===== src/logic/msd_defines.svh =====
// Address, region and step constants for the memory space access decoder
`ifndef MSD_DEFINES_SVH
`define MSD_DEFINES_SVH

// ----------------------------------------------------------------------
// Program space
// ----------------------------------------------------------------------
`define MSD_PA_W        24
`define MSD_PC_W        23
`define MSD_RESET_PC    23'h000000
`define MSD_START_SLOT  24'h000002
`define MSD_VEC0_BASE   24'h000004
`define MSD_VEC0_END    24'h0000FF
`define MSD_VEC1_BASE   24'h000100
`define MSD_VEC1_END    24'h0001FF
`define MSD_USER_BIT    23
`define MSD_PAGE_CFG    7
`define MSD_PC_STEP     23'h000002

// ----------------------------------------------------------------------
// Data space
// ----------------------------------------------------------------------
`define MSD_EA_W        16
`define MSD_EA_TOP      15
`define MSD_SFR_TOP     16'h07FF
`define MSD_NEAR_TOP    16'h1FFF
`define MSD_NEAR_W      13
`define MSD_RAM_BYTES   30720
`define MSD_BYTE_STEP   16'h0001
`define MSD_WORD_STEP   16'h0002
`define MSD_NREGS       16

`endif


===== src/logic/msd_pkg.sv =====
// Types shared by the memory space access decoder
package msd_pkg;
  // Effective address formation modes
  typedef enum logic [1:0] {
    MSD_AM_INDIRECT,
    MSD_AM_DIRECT16,
    MSD_AM_NEAR13
  } msd_amode_e;

  // Data space regions
  typedef enum logic [1:0] {
    MSD_RG_SFR,
    MSD_RG_RAM,
    MSD_RG_UNIMPL,
    MSD_RG_PSV
  } msd_region_e;

  // Outstanding program bus access
  typedef enum logic [2:0] {
    MSD_PK_NONE,
    MSD_PK_FETCH,
    MSD_PK_VEC,
    MSD_PK_TABLE,
    MSD_PK_PSV
  } msd_pkind_e;
endpackage


===== src/logic/msd_lane_if.sv =====
// Byte lane signals between the decoder and its lane steering unit
`timescale 1ns/1ps
interface msd_lane_if;
  logic [15:0] rd_word;  // Raw read word
  logic        rd_sel;   // Odd byte selected
  logic        rd_byte;  // Byte read
  logic        rd_zero;  // Force zero
  logic [15:0] rd_lane;  // Steered read data
  logic [15:0] wr_data;  // Raw write data
  logic        wr_sel;   // Odd byte targeted
  logic        wr_byte;  // Byte write
  logic        wr_kill;  // Store suppressed
  logic [1:0]  wr_be;    // Byte strobes
  logic [15:0] wr_lane;  // Write data on lanes

  modport core (output rd_word, rd_sel, rd_byte, rd_zero, wr_data, wr_sel, wr_byte, wr_kill,
                input rd_lane, wr_be, wr_lane);
  modport lane (input rd_word, rd_sel, rd_byte, rd_zero, wr_data, wr_sel, wr_byte, wr_kill,
                output rd_lane, wr_be, wr_lane);
endinterface


===== src/logic/msd_byte_lane.sv =====
// Byte lane steering for data reads and byte write strobes
`timescale 1ns/1ps
module msd_byte_lane (
  msd_lane_if.lane ln  // Lane signals
);
  // ----------------------------------------------------------------------
  // Read side
  // ----------------------------------------------------------------------
  // Chosen byte lands on the low lane; upper lane zero for bytes
  wire [7:0]  rd_pick = ln.rd_sel ? ln.rd_word[15:8] : ln.rd_word[7:0];
  wire [15:0] rd_fmt  = ln.rd_byte ? {8'h00, rd_pick} : ln.rd_word;
  assign ln.rd_lane = ln.rd_zero ? 16'h0000 : rd_fmt;

  // ----------------------------------------------------------------------
  // Write side
  // ----------------------------------------------------------------------
  // Shared word decode, one strobe per half
  wire [1:0] be_raw = ln.wr_byte ? (ln.wr_sel ? 2'b10 : 2'b01) : 2'b11;
  assign ln.wr_be   = ln.wr_kill ? 2'b00 : be_raw;
  // Byte data is copied to both lanes so either strobe finds it
  assign ln.wr_lane = ln.wr_byte ? {ln.wr_data[7:0], ln.wr_data[7:0]} : ln.wr_data;
endmodule


===== src/logic/msd_access_decode.sv =====
// Program and data memory space access decoder with working registers
`timescale 1ns/1ps
`include "msd_defines.svh"

// Contract
// - Program addresses are 24 bits, from the 23-bit counter, vector slot, table or window.
// - User program access stays below 0x800000 except table ops with page bit 7.
// - Program location: lower word even, upper word odd, top byte unimplemented.
// - Program counter stays lower-word aligned and steps by two.
// - After reset the counter is 0x000000; start address slot is 0x000002.
// - Vector tables span 0x000004-0x0000FF and 0x000100-0x0001FF.
// - Data effective addresses are 16-bit byte addresses over 64 Kbytes.
// - Address top bit clear selects data memory, set selects program window.
// - Reads beyond implemented data memory return zero.
// - Low byte at even address, high byte at odd address.
// - Post-modified pointers step by one for bytes, two for words.
// - Byte reads fetch the word and return the chosen byte on the low lane.
// - Shared word decode, separate byte strobes; byte writes touch one half.
// - Misaligned word access traps; read completes, write store suppressed.
// - Byte loads into a working register change only its low byte.
// - Addresses 0x0000-0x07FF decode to the control register region.
// - Unused control register addresses read zero.
// - Near addresses 0x0000-0x1FFF reachable by a 13-bit direct field.
// - Whole data space reachable by 16-bit direct or register indirect.
// - Separate read and write address generation paths.
module msd_access_decode
  import msd_pkg::*;
#(
  parameter int RAM_BYTES = `MSD_RAM_BYTES  // Implemented data memory bytes
) (
  input  wire logic        clk_in,                // Core clock
  input  wire logic        rst_n_in,              // Async reset, active low
  input  wire logic        fetch_req_in,          // Fetch and advance counter
  input  wire logic        pc_dec_in,             // Step counter back
  input  wire logic        jump_in,               // Load counter
  input  wire logic [23:0] jump_target_in,        // Jump target
  input  wire logic        vec_req_in,            // Vector fetch
  input  wire logic        vec_alt_in,            // Use second table
  input  wire logic [6:0]  vec_idx_in,            // Vector slot index
  input  wire logic        tbl_req_in,            // Table access
  input  wire logic        tbl_write_in,          // Table write, else read
  input  wire logic [7:0]  table_page_select_in,  // Table page
  input  wire logic [15:0] tbl_offset_in,         // Table offset
  input  wire logic [15:0] tbl_wdata_in,          // Table write data
  input  wire logic [7:0]  psv_page_in,           // Window page
  input  wire logic [23:0] prog_rdata_in,         // Program read data
  input  wire logic        rd_req_in,             // Data read
  input  wire msd_amode_e  rd_mode_in,            // Read address mode
  input  wire logic [15:0] rd_ptr_in,             // Read pointer
  input  wire logic [15:0] rd_field_in,           // Read direct field
  input  wire logic        rd_byte_in,            // Byte read
  input  wire logic        rd_post_inc_in,        // Post-increment read pointer
  input  wire logic [3:0]  rd_dest_in,            // Destination register
  input  wire logic        wr_req_in,             // Data write
  input  wire msd_amode_e  wr_mode_in,            // Write address mode
  input  wire logic [15:0] wr_ptr_in,             // Write pointer
  input  wire logic [15:0] wr_field_in,           // Write direct field
  input  wire logic        wr_byte_in,            // Byte write
  input  wire logic        wr_post_inc_in,        // Post-increment write pointer
  input  wire logic [15:0] wr_data_in,            // Write data
  input  wire logic [15:0] mem_rdata_in,          // Data memory read word
  input  wire logic        sfr_hit_in,            // Control register present
  input  wire logic [3:0]  wreg_sel_in,           // Register read select
  output logic      [23:0] program_counter_out,   // Program counter
  output logic      [23:0] prog_addr_out,         // Program bus address
  output logic             prog_rd_out,           // Program read strobe
  output logic             prog_wr_out,           // Program write strobe
  output logic      [23:0] prog_wdata_out,        // Program write data
  output logic      [23:0] prog_data_out,         // Program read result
  output logic             prog_valid_out,        // Program result valid
  output logic             prog_fault_out,        // Program access refused
  output logic             prog_stall_out,        // Program request dropped
  output logic             mem_rd_out,            // Data read strobe
  output logic      [15:0] mem_rd_addr_out,       // Data read word address
  output logic      [15:0] mem_wr_addr_out,       // Data write word address
  output logic      [1:0]  mem_be_out,            // Data byte strobes
  output logic      [15:0] mem_wdata_out,         // Data write word
  output logic      [15:0] rd_data_out,           // Read result
  output logic             rd_valid_out,          // Read result valid
  output logic      [15:0] rd_ptr_next_out,       // Updated read pointer
  output logic      [15:0] wr_ptr_next_out,       // Updated write pointer
  output logic             addr_err_out,          // Address error trap
  output logic      [15:0] wreg_rdata_out         // Register read data
);
  localparam logic [16:0] RAM_LIM = 17'(RAM_BYTES);

  // ----------------------------------------------------------------------
  // Address helpers
  // ----------------------------------------------------------------------
  // Effective address from mode, pointer and direct field
  function automatic logic [15:0] form_ea(msd_amode_e m, logic [15:0] p, logic [15:0] f);
    unique case (m)
      MSD_AM_INDIRECT: form_ea = p;
      MSD_AM_DIRECT16: form_ea = f;
      MSD_AM_NEAR13:   form_ea = {3'h0, f[`MSD_NEAR_W-1:0]};
      default:         form_ea = p;
    endcase
  endfunction

  // Region of a byte address
  function automatic msd_region_e region(logic [15:0] ea);
    if (ea[`MSD_EA_TOP])                 region = MSD_RG_PSV;
    else if (ea <= `MSD_SFR_TOP)         region = MSD_RG_SFR;
    else if ({1'b0, ea} < RAM_LIM)       region = MSD_RG_RAM;
    else                                 region = MSD_RG_UNIMPL;
  endfunction

  // Post-modify scaled by operand size
  function automatic logic [15:0] step(logic [15:0] p, logic is_byte, logic inc);
    if (!inc)         step = p;
    else if (is_byte) step = p + `MSD_BYTE_STEP;
    else              step = p + `MSD_WORD_STEP;
  endfunction

  // ----------------------------------------------------------------------
  // Data address generation, one path per direction
  // ----------------------------------------------------------------------
  wire [15:0]  rd_ea  = form_ea(rd_mode_in, rd_ptr_in, rd_field_in);
  wire [15:0]  wr_ea  = form_ea(wr_mode_in, wr_ptr_in, wr_field_in);
  msd_region_e rd_rg, wr_rg;
  assign rd_rg = region(rd_ea);
  assign wr_rg = region(wr_ea);
  wire rd_mis = rd_req_in && !rd_byte_in && rd_ea[0];
  wire wr_mis = wr_req_in && !wr_byte_in && wr_ea[0];
  wire rd_psv = rd_req_in && (rd_rg == MSD_RG_PSV);

  // ----------------------------------------------------------------------
  // Program bus arbitration
  // ----------------------------------------------------------------------
  logic [22:0] pc_reg, pc_next;
  msd_pkind_e  pk_reg, pk_next;
  logic        moved_reg;
  wire busy     = (pk_reg == MSD_PK_VEC);
  wire bus_vec  = vec_req_in && !rd_psv;
  wire bus_tbl  = tbl_req_in && !rd_psv && !vec_req_in;
  wire bus_ftch = fetch_req_in && !rd_psv && !vec_req_in && !tbl_req_in && !jump_in && !busy;
  wire [23:0] vec_base = vec_alt_in ? `MSD_VEC1_BASE : `MSD_VEC0_BASE;
  wire [23:0] vec_slot = vec_base + {16'h0000, vec_idx_in, 1'b0};
  wire        vec_ok   = vec_slot <= (vec_alt_in ? `MSD_VEC1_END : `MSD_VEC0_END);
  wire [23:0] tbl_addr = {table_page_select_in, tbl_offset_in};
  wire        tbl_ok   = !tbl_addr[`MSD_USER_BIT] || table_page_select_in[`MSD_PAGE_CFG];
  wire [23:0] psv_addr = {1'b0, psv_page_in, rd_ea[14:0]};
  wire [23:0] pc_addr  = {1'b0, pc_reg};
  wire        issue    = rd_psv || bus_vec || bus_tbl || bus_ftch;
  wire        refuse   = (bus_vec && !vec_ok) || (bus_tbl && !tbl_ok);
  wire [23:0] sel_addr = rd_psv ? psv_addr : bus_vec ? vec_slot : bus_tbl ? tbl_addr : pc_addr;
  wire        stall    = (fetch_req_in && !bus_ftch) || (tbl_req_in && !bus_tbl)
                         || (vec_req_in && !bus_vec) || (busy && (jump_in || pc_dec_in));

  // Kind of access whose data returns next cycle
  always_comb begin
    pk_next = MSD_PK_NONE;
    if (rd_psv)                 pk_next = MSD_PK_PSV;
    else if (bus_vec && vec_ok) pk_next = MSD_PK_VEC;
    else if (bus_tbl && tbl_ok && !tbl_write_in) pk_next = MSD_PK_TABLE;
    else if (bus_ftch)          pk_next = MSD_PK_FETCH;
  end

  // Counter: vector return beats jump beats fetch beats step back
  always_comb begin
    pc_next = pc_reg;
    if (busy)                   pc_next = {prog_rdata_in[22:1], 1'b0};
    else if (jump_in)           pc_next = {jump_target_in[22:1], 1'b0};
    else if (bus_ftch)          pc_next = pc_reg + `MSD_PC_STEP;
    else if (pc_dec_in)         pc_next = pc_reg - `MSD_PC_STEP;
  end

  // Odd program address returns the upper word with its top byte zero
  wire [23:0] prog_word = prog_addr_out[0] ? {16'h0000, prog_rdata_in[23:16]}
                                           : {8'h00, prog_rdata_in[15:0]};
  wire [23:0] tbl_wfmt  = tbl_offset_in[0] ? {8'h00, 8'h00, tbl_wdata_in[7:0]} << 16
                                           : {8'h00, tbl_wdata_in};

  // Program side registers
  always_ff @(posedge clk_in or negedge rst_n_in) begin
    if (!rst_n_in) begin
      pc_reg         <= `MSD_RESET_PC;
      pk_reg         <= MSD_PK_NONE;
      moved_reg      <= 1'b0;
      prog_addr_out  <= 24'h000000;
      prog_rd_out    <= 1'b0;
      prog_wr_out    <= 1'b0;
      prog_wdata_out <= 24'h000000;
      prog_data_out  <= 24'h000000;
      prog_valid_out <= 1'b0;
      prog_fault_out <= 1'b0;
      prog_stall_out <= 1'b0;
    end else begin
      pc_reg         <= pc_next;
      pk_reg         <= pk_next;
      moved_reg      <= moved_reg || (pc_next != pc_reg);
      if (issue) prog_addr_out <= sel_addr;
      prog_rd_out    <= issue && !refuse && !(bus_tbl && tbl_write_in);
      prog_wr_out    <= bus_tbl && tbl_write_in && tbl_ok;
      prog_wdata_out <= tbl_wfmt;
      if (pk_reg == MSD_PK_FETCH)      prog_data_out <= prog_rdata_in;
      else if (pk_reg == MSD_PK_TABLE) prog_data_out <= prog_word;
      prog_valid_out <= (pk_reg == MSD_PK_FETCH) || (pk_reg == MSD_PK_TABLE);
      prog_fault_out <= refuse;
      prog_stall_out <= stall;
    end
  end
  assign program_counter_out = {1'b0, pc_reg};

  // ----------------------------------------------------------------------
  // Data access pipeline
  // ----------------------------------------------------------------------
  msd_lane_if  ln ();
  msd_byte_lane u_lane (.ln(ln));
  logic        rd_pend_reg, rd_byte_reg, rd_sel_reg;
  msd_region_e rd_rg_reg;
  logic [3:0]  rd_dest_reg;
  logic [15:0] wreg_q [`MSD_NREGS];

  // Read side of the lane unit sees the word returned this cycle
  assign ln.rd_word = (rd_rg_reg == MSD_RG_PSV) ? prog_word[15:0] : mem_rdata_in;
  assign ln.rd_sel  = rd_sel_reg;
  assign ln.rd_byte = rd_byte_reg;
  assign ln.rd_zero = (rd_rg_reg == MSD_RG_UNIMPL)
                      || ((rd_rg_reg == MSD_RG_SFR) && !sfr_hit_in);
  // Writes into the window or unimplemented space are dropped
  assign ln.wr_data = wr_data_in;
  assign ln.wr_sel  = wr_ea[0];
  assign ln.wr_byte = wr_byte_in;
  assign ln.wr_kill = wr_mis || (wr_rg == MSD_RG_PSV) || (wr_rg == MSD_RG_UNIMPL);

  // Address stage: strobes, pointers and trap
  always_ff @(posedge clk_in or negedge rst_n_in) begin
    if (!rst_n_in) begin
      rd_pend_reg     <= 1'b0;
      rd_byte_reg     <= 1'b0;
      rd_sel_reg      <= 1'b0;
      rd_rg_reg       <= MSD_RG_SFR;
      rd_dest_reg     <= 4'h0;
      mem_rd_out      <= 1'b0;
      mem_rd_addr_out <= 16'h0000;
      mem_wr_addr_out <= 16'h0000;
      mem_be_out      <= 2'b00;
      mem_wdata_out   <= 16'h0000;
      rd_ptr_next_out <= 16'h0000;
      wr_ptr_next_out <= 16'h0000;
      addr_err_out    <= 1'b0;
    end else begin
      rd_pend_reg     <= rd_req_in;
      rd_byte_reg     <= rd_byte_in;
      rd_sel_reg      <= rd_ea[0];
      rd_rg_reg       <= rd_rg;
      rd_dest_reg     <= rd_dest_in;
      mem_rd_out      <= rd_req_in && !rd_psv;
      if (rd_req_in) mem_rd_addr_out <= {rd_ea[15:1], 1'b0};
      if (wr_req_in) mem_wr_addr_out <= {wr_ea[15:1], 1'b0};
      mem_be_out      <= wr_req_in ? ln.wr_be : 2'b00;
      mem_wdata_out   <= ln.wr_lane;
      if (rd_req_in) rd_ptr_next_out <= step(rd_ptr_in, rd_byte_in, rd_post_inc_in);
      if (wr_req_in) wr_ptr_next_out <= step(wr_ptr_in, wr_byte_in, wr_post_inc_in);
      addr_err_out    <= rd_mis || wr_mis;
    end
  end

  // Result stage: data out and destination register load
  always_ff @(posedge clk_in or negedge rst_n_in) begin
    if (!rst_n_in) begin
      rd_data_out    <= 16'h0000;
      rd_valid_out   <= 1'b0;
      wreg_rdata_out <= 16'h0000;
      for (int i = 0; i < `MSD_NREGS; i++) wreg_q[i] <= 16'h0000;
    end else begin
      rd_valid_out   <= rd_pend_reg;
      wreg_rdata_out <= wreg_q[wreg_sel_in];
      if (rd_pend_reg) begin
        rd_data_out <= ln.rd_lane;
        // High byte kept on byte loads
        if (rd_byte_reg) wreg_q[rd_dest_reg][7:0] <= ln.rd_lane[7:0];
        else             wreg_q[rd_dest_reg]      <= ln.rd_lane;
      end
    end
  end
endmodule


===== config.mk =====
export PLATFORM = sky130hd
export DESIGN_NAME = msd_access_decode
export DESIGN_NICKNAME = d
export VERILOG_FILES = /design/src/logic/msd_pkg.sv /design/src/logic/msd_lane_if.sv /design/src/logic/msd_byte_lane.sv /design/src/logic/msd_access_decode.sv
export VERILOG_INCLUDE_DIRS = /design/src /design/src/logic
export SDC_FILE = /design/constraint.sdc
export NUM_CORES = 1
export LEC_CHECK = 0
export BUFFER_PORTS_ARGS = -buffer_cell sky130_fd_sc_hd__buf_2
export CELL_PAD_IN_SITES_DETAIL_PLACEMENT = 1
export CELL_PAD_IN_SITES_GLOBAL_PLACEMENT = 2
export CORE_MARGIN = 3
export CORE_UTILIZATION = 34
export CTS_CLUSTER_SIZE = 10
export DETAILED_ROUTE_END_ITERATION = 16
export PLACE_DENSITY_LB_ADDON = 0.1
export SKIP_CTS_REPAIR_TIMING = 1
export SYNTH_ARGS = -nofsm -noshare
export SYNTH_HDL_FRONTEND = slang
export SYNTH_HIERARCHICAL = 1
export SYNTH_SLANG_ARGS = --single-unit
export TNS_END_PERCENT = 1

===== constraint.sdc =====
create_clock -name clk_in -period 2.8 [get_ports clk_in]
set_input_delay 0.42 -clock clk_in [delete_from_list [all_inputs] [get_ports clk_in]]
set_output_delay 0.42 -clock clk_in [all_outputs]
set_load 0.02 [all_outputs]

==> impl_metrics.json <==
{
  "status": "finished, violations left",
  "violations": "setup timing",
  "setup.worst_path.class": "reg2reg",
  "grt_pass1_wl_um": 123000,
  "drive_gt1_share_pct": 46.3,
  "vias": 17600,
  "track_usage_pct": 22.6,
  "hp-start": "tbl_wdata_in[15]",
  "drc": 0,
  "finalWirelength_um": 82000,
  "crit_top_cell": "buf_6",
  "largest_register": "wreg_q",
  "syn_area_per_cell_sq_um": 12.3,
  "relSlewSlack_pct": 25.3,
  "num_rows": 95,
  "drt_first_pass_iters": 5,
  "drv_slew": 0,
  "clk_pin_slew_worst_paths_ns": 0.06,
  "min_period_ns": 2.88,
  "syn-cell-area_sq_mm": 0.0234,
  "start_kind": "flop",
  "ys_types": 79,
  "die_area_sq_mm": 0.0719,
  "initial_core_util_pct": 34.5,
  "ant_nets": 0,
  "maxCapViolCount": 0,
  "synthFlopType": "dfrtp_1",
  "end_kind": "flop",
  "die_h_um": 268,
  "grt_pass1_vias": 19200,
  "cts.sinks": 482,
  "path_cells": "nor2_2 > and2_4 > nor2_4 > buf_6 > buf_6 > nand3_4 > buf_6 > ha_4 > a21o_1 > a31o_2 > o21ai_4 > nand3b_1 > a21oi_2 > xnor2_1 > a221o_1",
  "overflow": 0,
  "routedWlPerCell_um": 24.2,
  "ys_ff_latch": 482,
  "drtIter0Drc": 848,
  "synth_cells": 1906,
  "finalHoldViolCount": 0,
  "min_path_type": "in2reg",
  "max_freq_mhz": 348,
  "synth_edf_count": 0,
  "vias_per_cell": 5.19,
  "fillers": 7224,
  "async_reset_ff_share_pct": 100,
  "leakage_uw": 0.0140,
  "root_buffer": "clkbuf_16",
  "place_hpwl_um": 61300,
  "grt_max_degree": 85,
  "numCtsBuffers": 58,
  "antenna_found_initial": 18,
  "setup_violations": 6,
  "cts_max_level": 2,
  "ir_drop_mv": 0.402,
  "yosysWarnings": 6,
  "worst_slack_ns": -0.0751,
  "slowest_stage": "dfrtp_1",
  "largest_register_ffs": 256,
  "cp.required_ns": 3.28,
  "core_area_sq_mm": 0.0676,
  "area_delta_synth_final_pct": 28.4,
  "place_congestion": 0.836,
  "ff_latch_area_sq_mm": 0.0121,
  "cts_tree": "built",
  "rsz0062_at_grt": "yes",
  "rr_startpoint": "pk_reg[0]$_DFF_PN0_",
  "finish.net_count": 2745,
  "fin_setup_tns_ns": -0.250,
  "clock_latency_ns": 0.63,
  "place_ws_ns": -0.935,
  "timing.final.crit_share_pct": 103,
  "crit_path_start": "pk_reg[0]$_DFF_PN0_",
  "cp_max_fo": 6,
  "tightest_slew_ns": 1.11,
  "port-buffer-count": 438,
  "multiInputGateArea_sq_mm": 0.0109,
  "clk_path_buf_depth": 3,
  "die_w_um": 268,
  "slowest_delay_ns": 0.42,
  "worst_ep_arrival_time_ns": 3.35,
  "ios": 445,
  "finClkSkew_ns": 0.0317,
  "synth_seq_area_share_pct": 51.6,
  "p_per_area_mw_per_mm2": 748
}
[per-stage QoR]
stage	area [sq um]	utilization, %	hold WS [ns]	power (uW)	std cells
finish	30000	44.4	0.0201	22400	3390
global route	30000	44.3	-0.000744	23700	3388
CTS	29300	43.3	-0.211	22500	3348
detailed placement	27500	40.7	0.465	15100	3263
global placement	27500	40.7	0.460	14900	3263
floorplan	23400	-	0.124	12400	1909
[layer usage]
metal | GRT usage [%] | vias up | part of all wire (%)
li1 | - | 8018 | -
met1 | 28.0 | 8985 | 41
met2 | 38.9 | 417 | 50
met3 | 5.33 | 157 | 5.9
met4 | 7.66 | 16 | 3.2
met5 | 0 | - | 0.13
[where the power goes]
| group | leakage, uW | total (uW) | switching, uW | internal (uW) |
|---|---|---|---|---|
| combinational | 0.00700 | 6100 | 3210 | 2890 |
| clock | 0.000859 | 7190 | 2940 | 4240 |
| sequential | 0.00609 | 9160 | 869 | 8290 |
[worst max-delay path, delay by kind of cell (launching register included)]
kind,cells,cell delay (ns)
AO/OA/AOI/OAI,5,1.17
flip-flops,1,0.42
adder cells (fa/ha/maj),1,0.15
XOR/XNOR,1,0.09
AND/OR/NAND/NOR,5,0.55
buffers and inverters,3,0.38
[final cells by class]
class	instances	share of cell area, %
antenna	6	0.0501
clock buffer	77	5.38
sequential	482	40.2
multi-input combinational	1274	36.5
clock inverter	8	0.513
inverter	21	0.271
timing repair buffer	649	13.4
tap	873	3.64
[cell usage after synthesis, drive strengths merged, types with 13 or more instances]
library cell / n / area (sq um)
and2: 22 / 138
o21ai: 94 / 470
dfrtp: 482 / 12100
nor2: 128 / 508
xnor2: 24 / 210
nand3: 29 / 163
ha: 31 / 388
nor3: 39 / 257
xor2: 27 / 236
a21oi: 144 / 732
and3: 13 / 81.3
nor2b: 33 / 206
a22oi: 31 / 233
nand2b: 29 / 181
inv: 21 / 78.8
mux4: 80 / 1800
mux2i: 34 / 340
a22o: 14 / 123
nand2: 108 / 415
mux2: 282 / 3180
clkbuf: 74 / 278
buf: 59 / 353
[path summary, 6_finish.rpt]
kind / cells past startpoint / slack (ns) / endpoint
setup reg to reg: 15 / -0.08 / pc_reg[22]$_DFFE_PN0P_
hold reg to reg: 1 / 0.47 / rd_ptr_next_out[2]$_DFFE_PN0P_
setup / recovery: 15 / -0.08 / pc_reg[22]$_DFFE_PN0P_
max in group asynchronous: 3 / 1.47 / wreg_q[249]$_DFFE_PN0P_
hold / removal: 2 / 0.02 / prog_wdata_out[15]$_DFF_PN0_
min in group asynchronous: 2 / 0.39 / wreg_q[179]$_DFFE_PN0P_
[kinds of logic (layout without fill, tap and decap cells)]
kind of cell,after synthesis,count (layout),share of synthesized area (%)
muxes,396,396,22.8
xor gates and xnor gates,51,51,1.91
and+or+nand+nor,434,435,9.59
DFF,482,482,51.6
other,1,10,0.0161
buffers and inverters,154,755,3.04
AOI/OAI and AO/OA,356,356,9.29
adders and majority gates,32,32,1.75
[layout by cell type, fill, tap and decap left out, types with 7 or more instances in the layout]
master / count
a22o_1: 14
a21o_1: 9
nor2_1: 117
nand2_1: 104
ha_4: 10
clkbuf_16: 59
dfrtp_1: 482
clkbuf_1: 11
nand2b_1: 29
and3_1: 13
nor3_1: 26
buf_12: 12
o21ai_1: 16
o211ai_1: 9
mux2i_1: 34
buf_6: 11
nor2b_1: 32
a21oi_1: 132
clkbuf_8: 7
dlygate4sd3_1: 18
mux2_2: 282
mux4_2: 80
nor3_2: 11
xnor2_1: 23
nand4_1: 10
buf_4: 173
inv_1: 17
xor2_1: 27
a21oi_2: 11
a22oi_1: 31
o21ai_0: 77
and2_1: 20
buf_2: 434
ha_1: 20
nand3_1: 26
No activity file was read; power rests on OpenSTA's default activity.
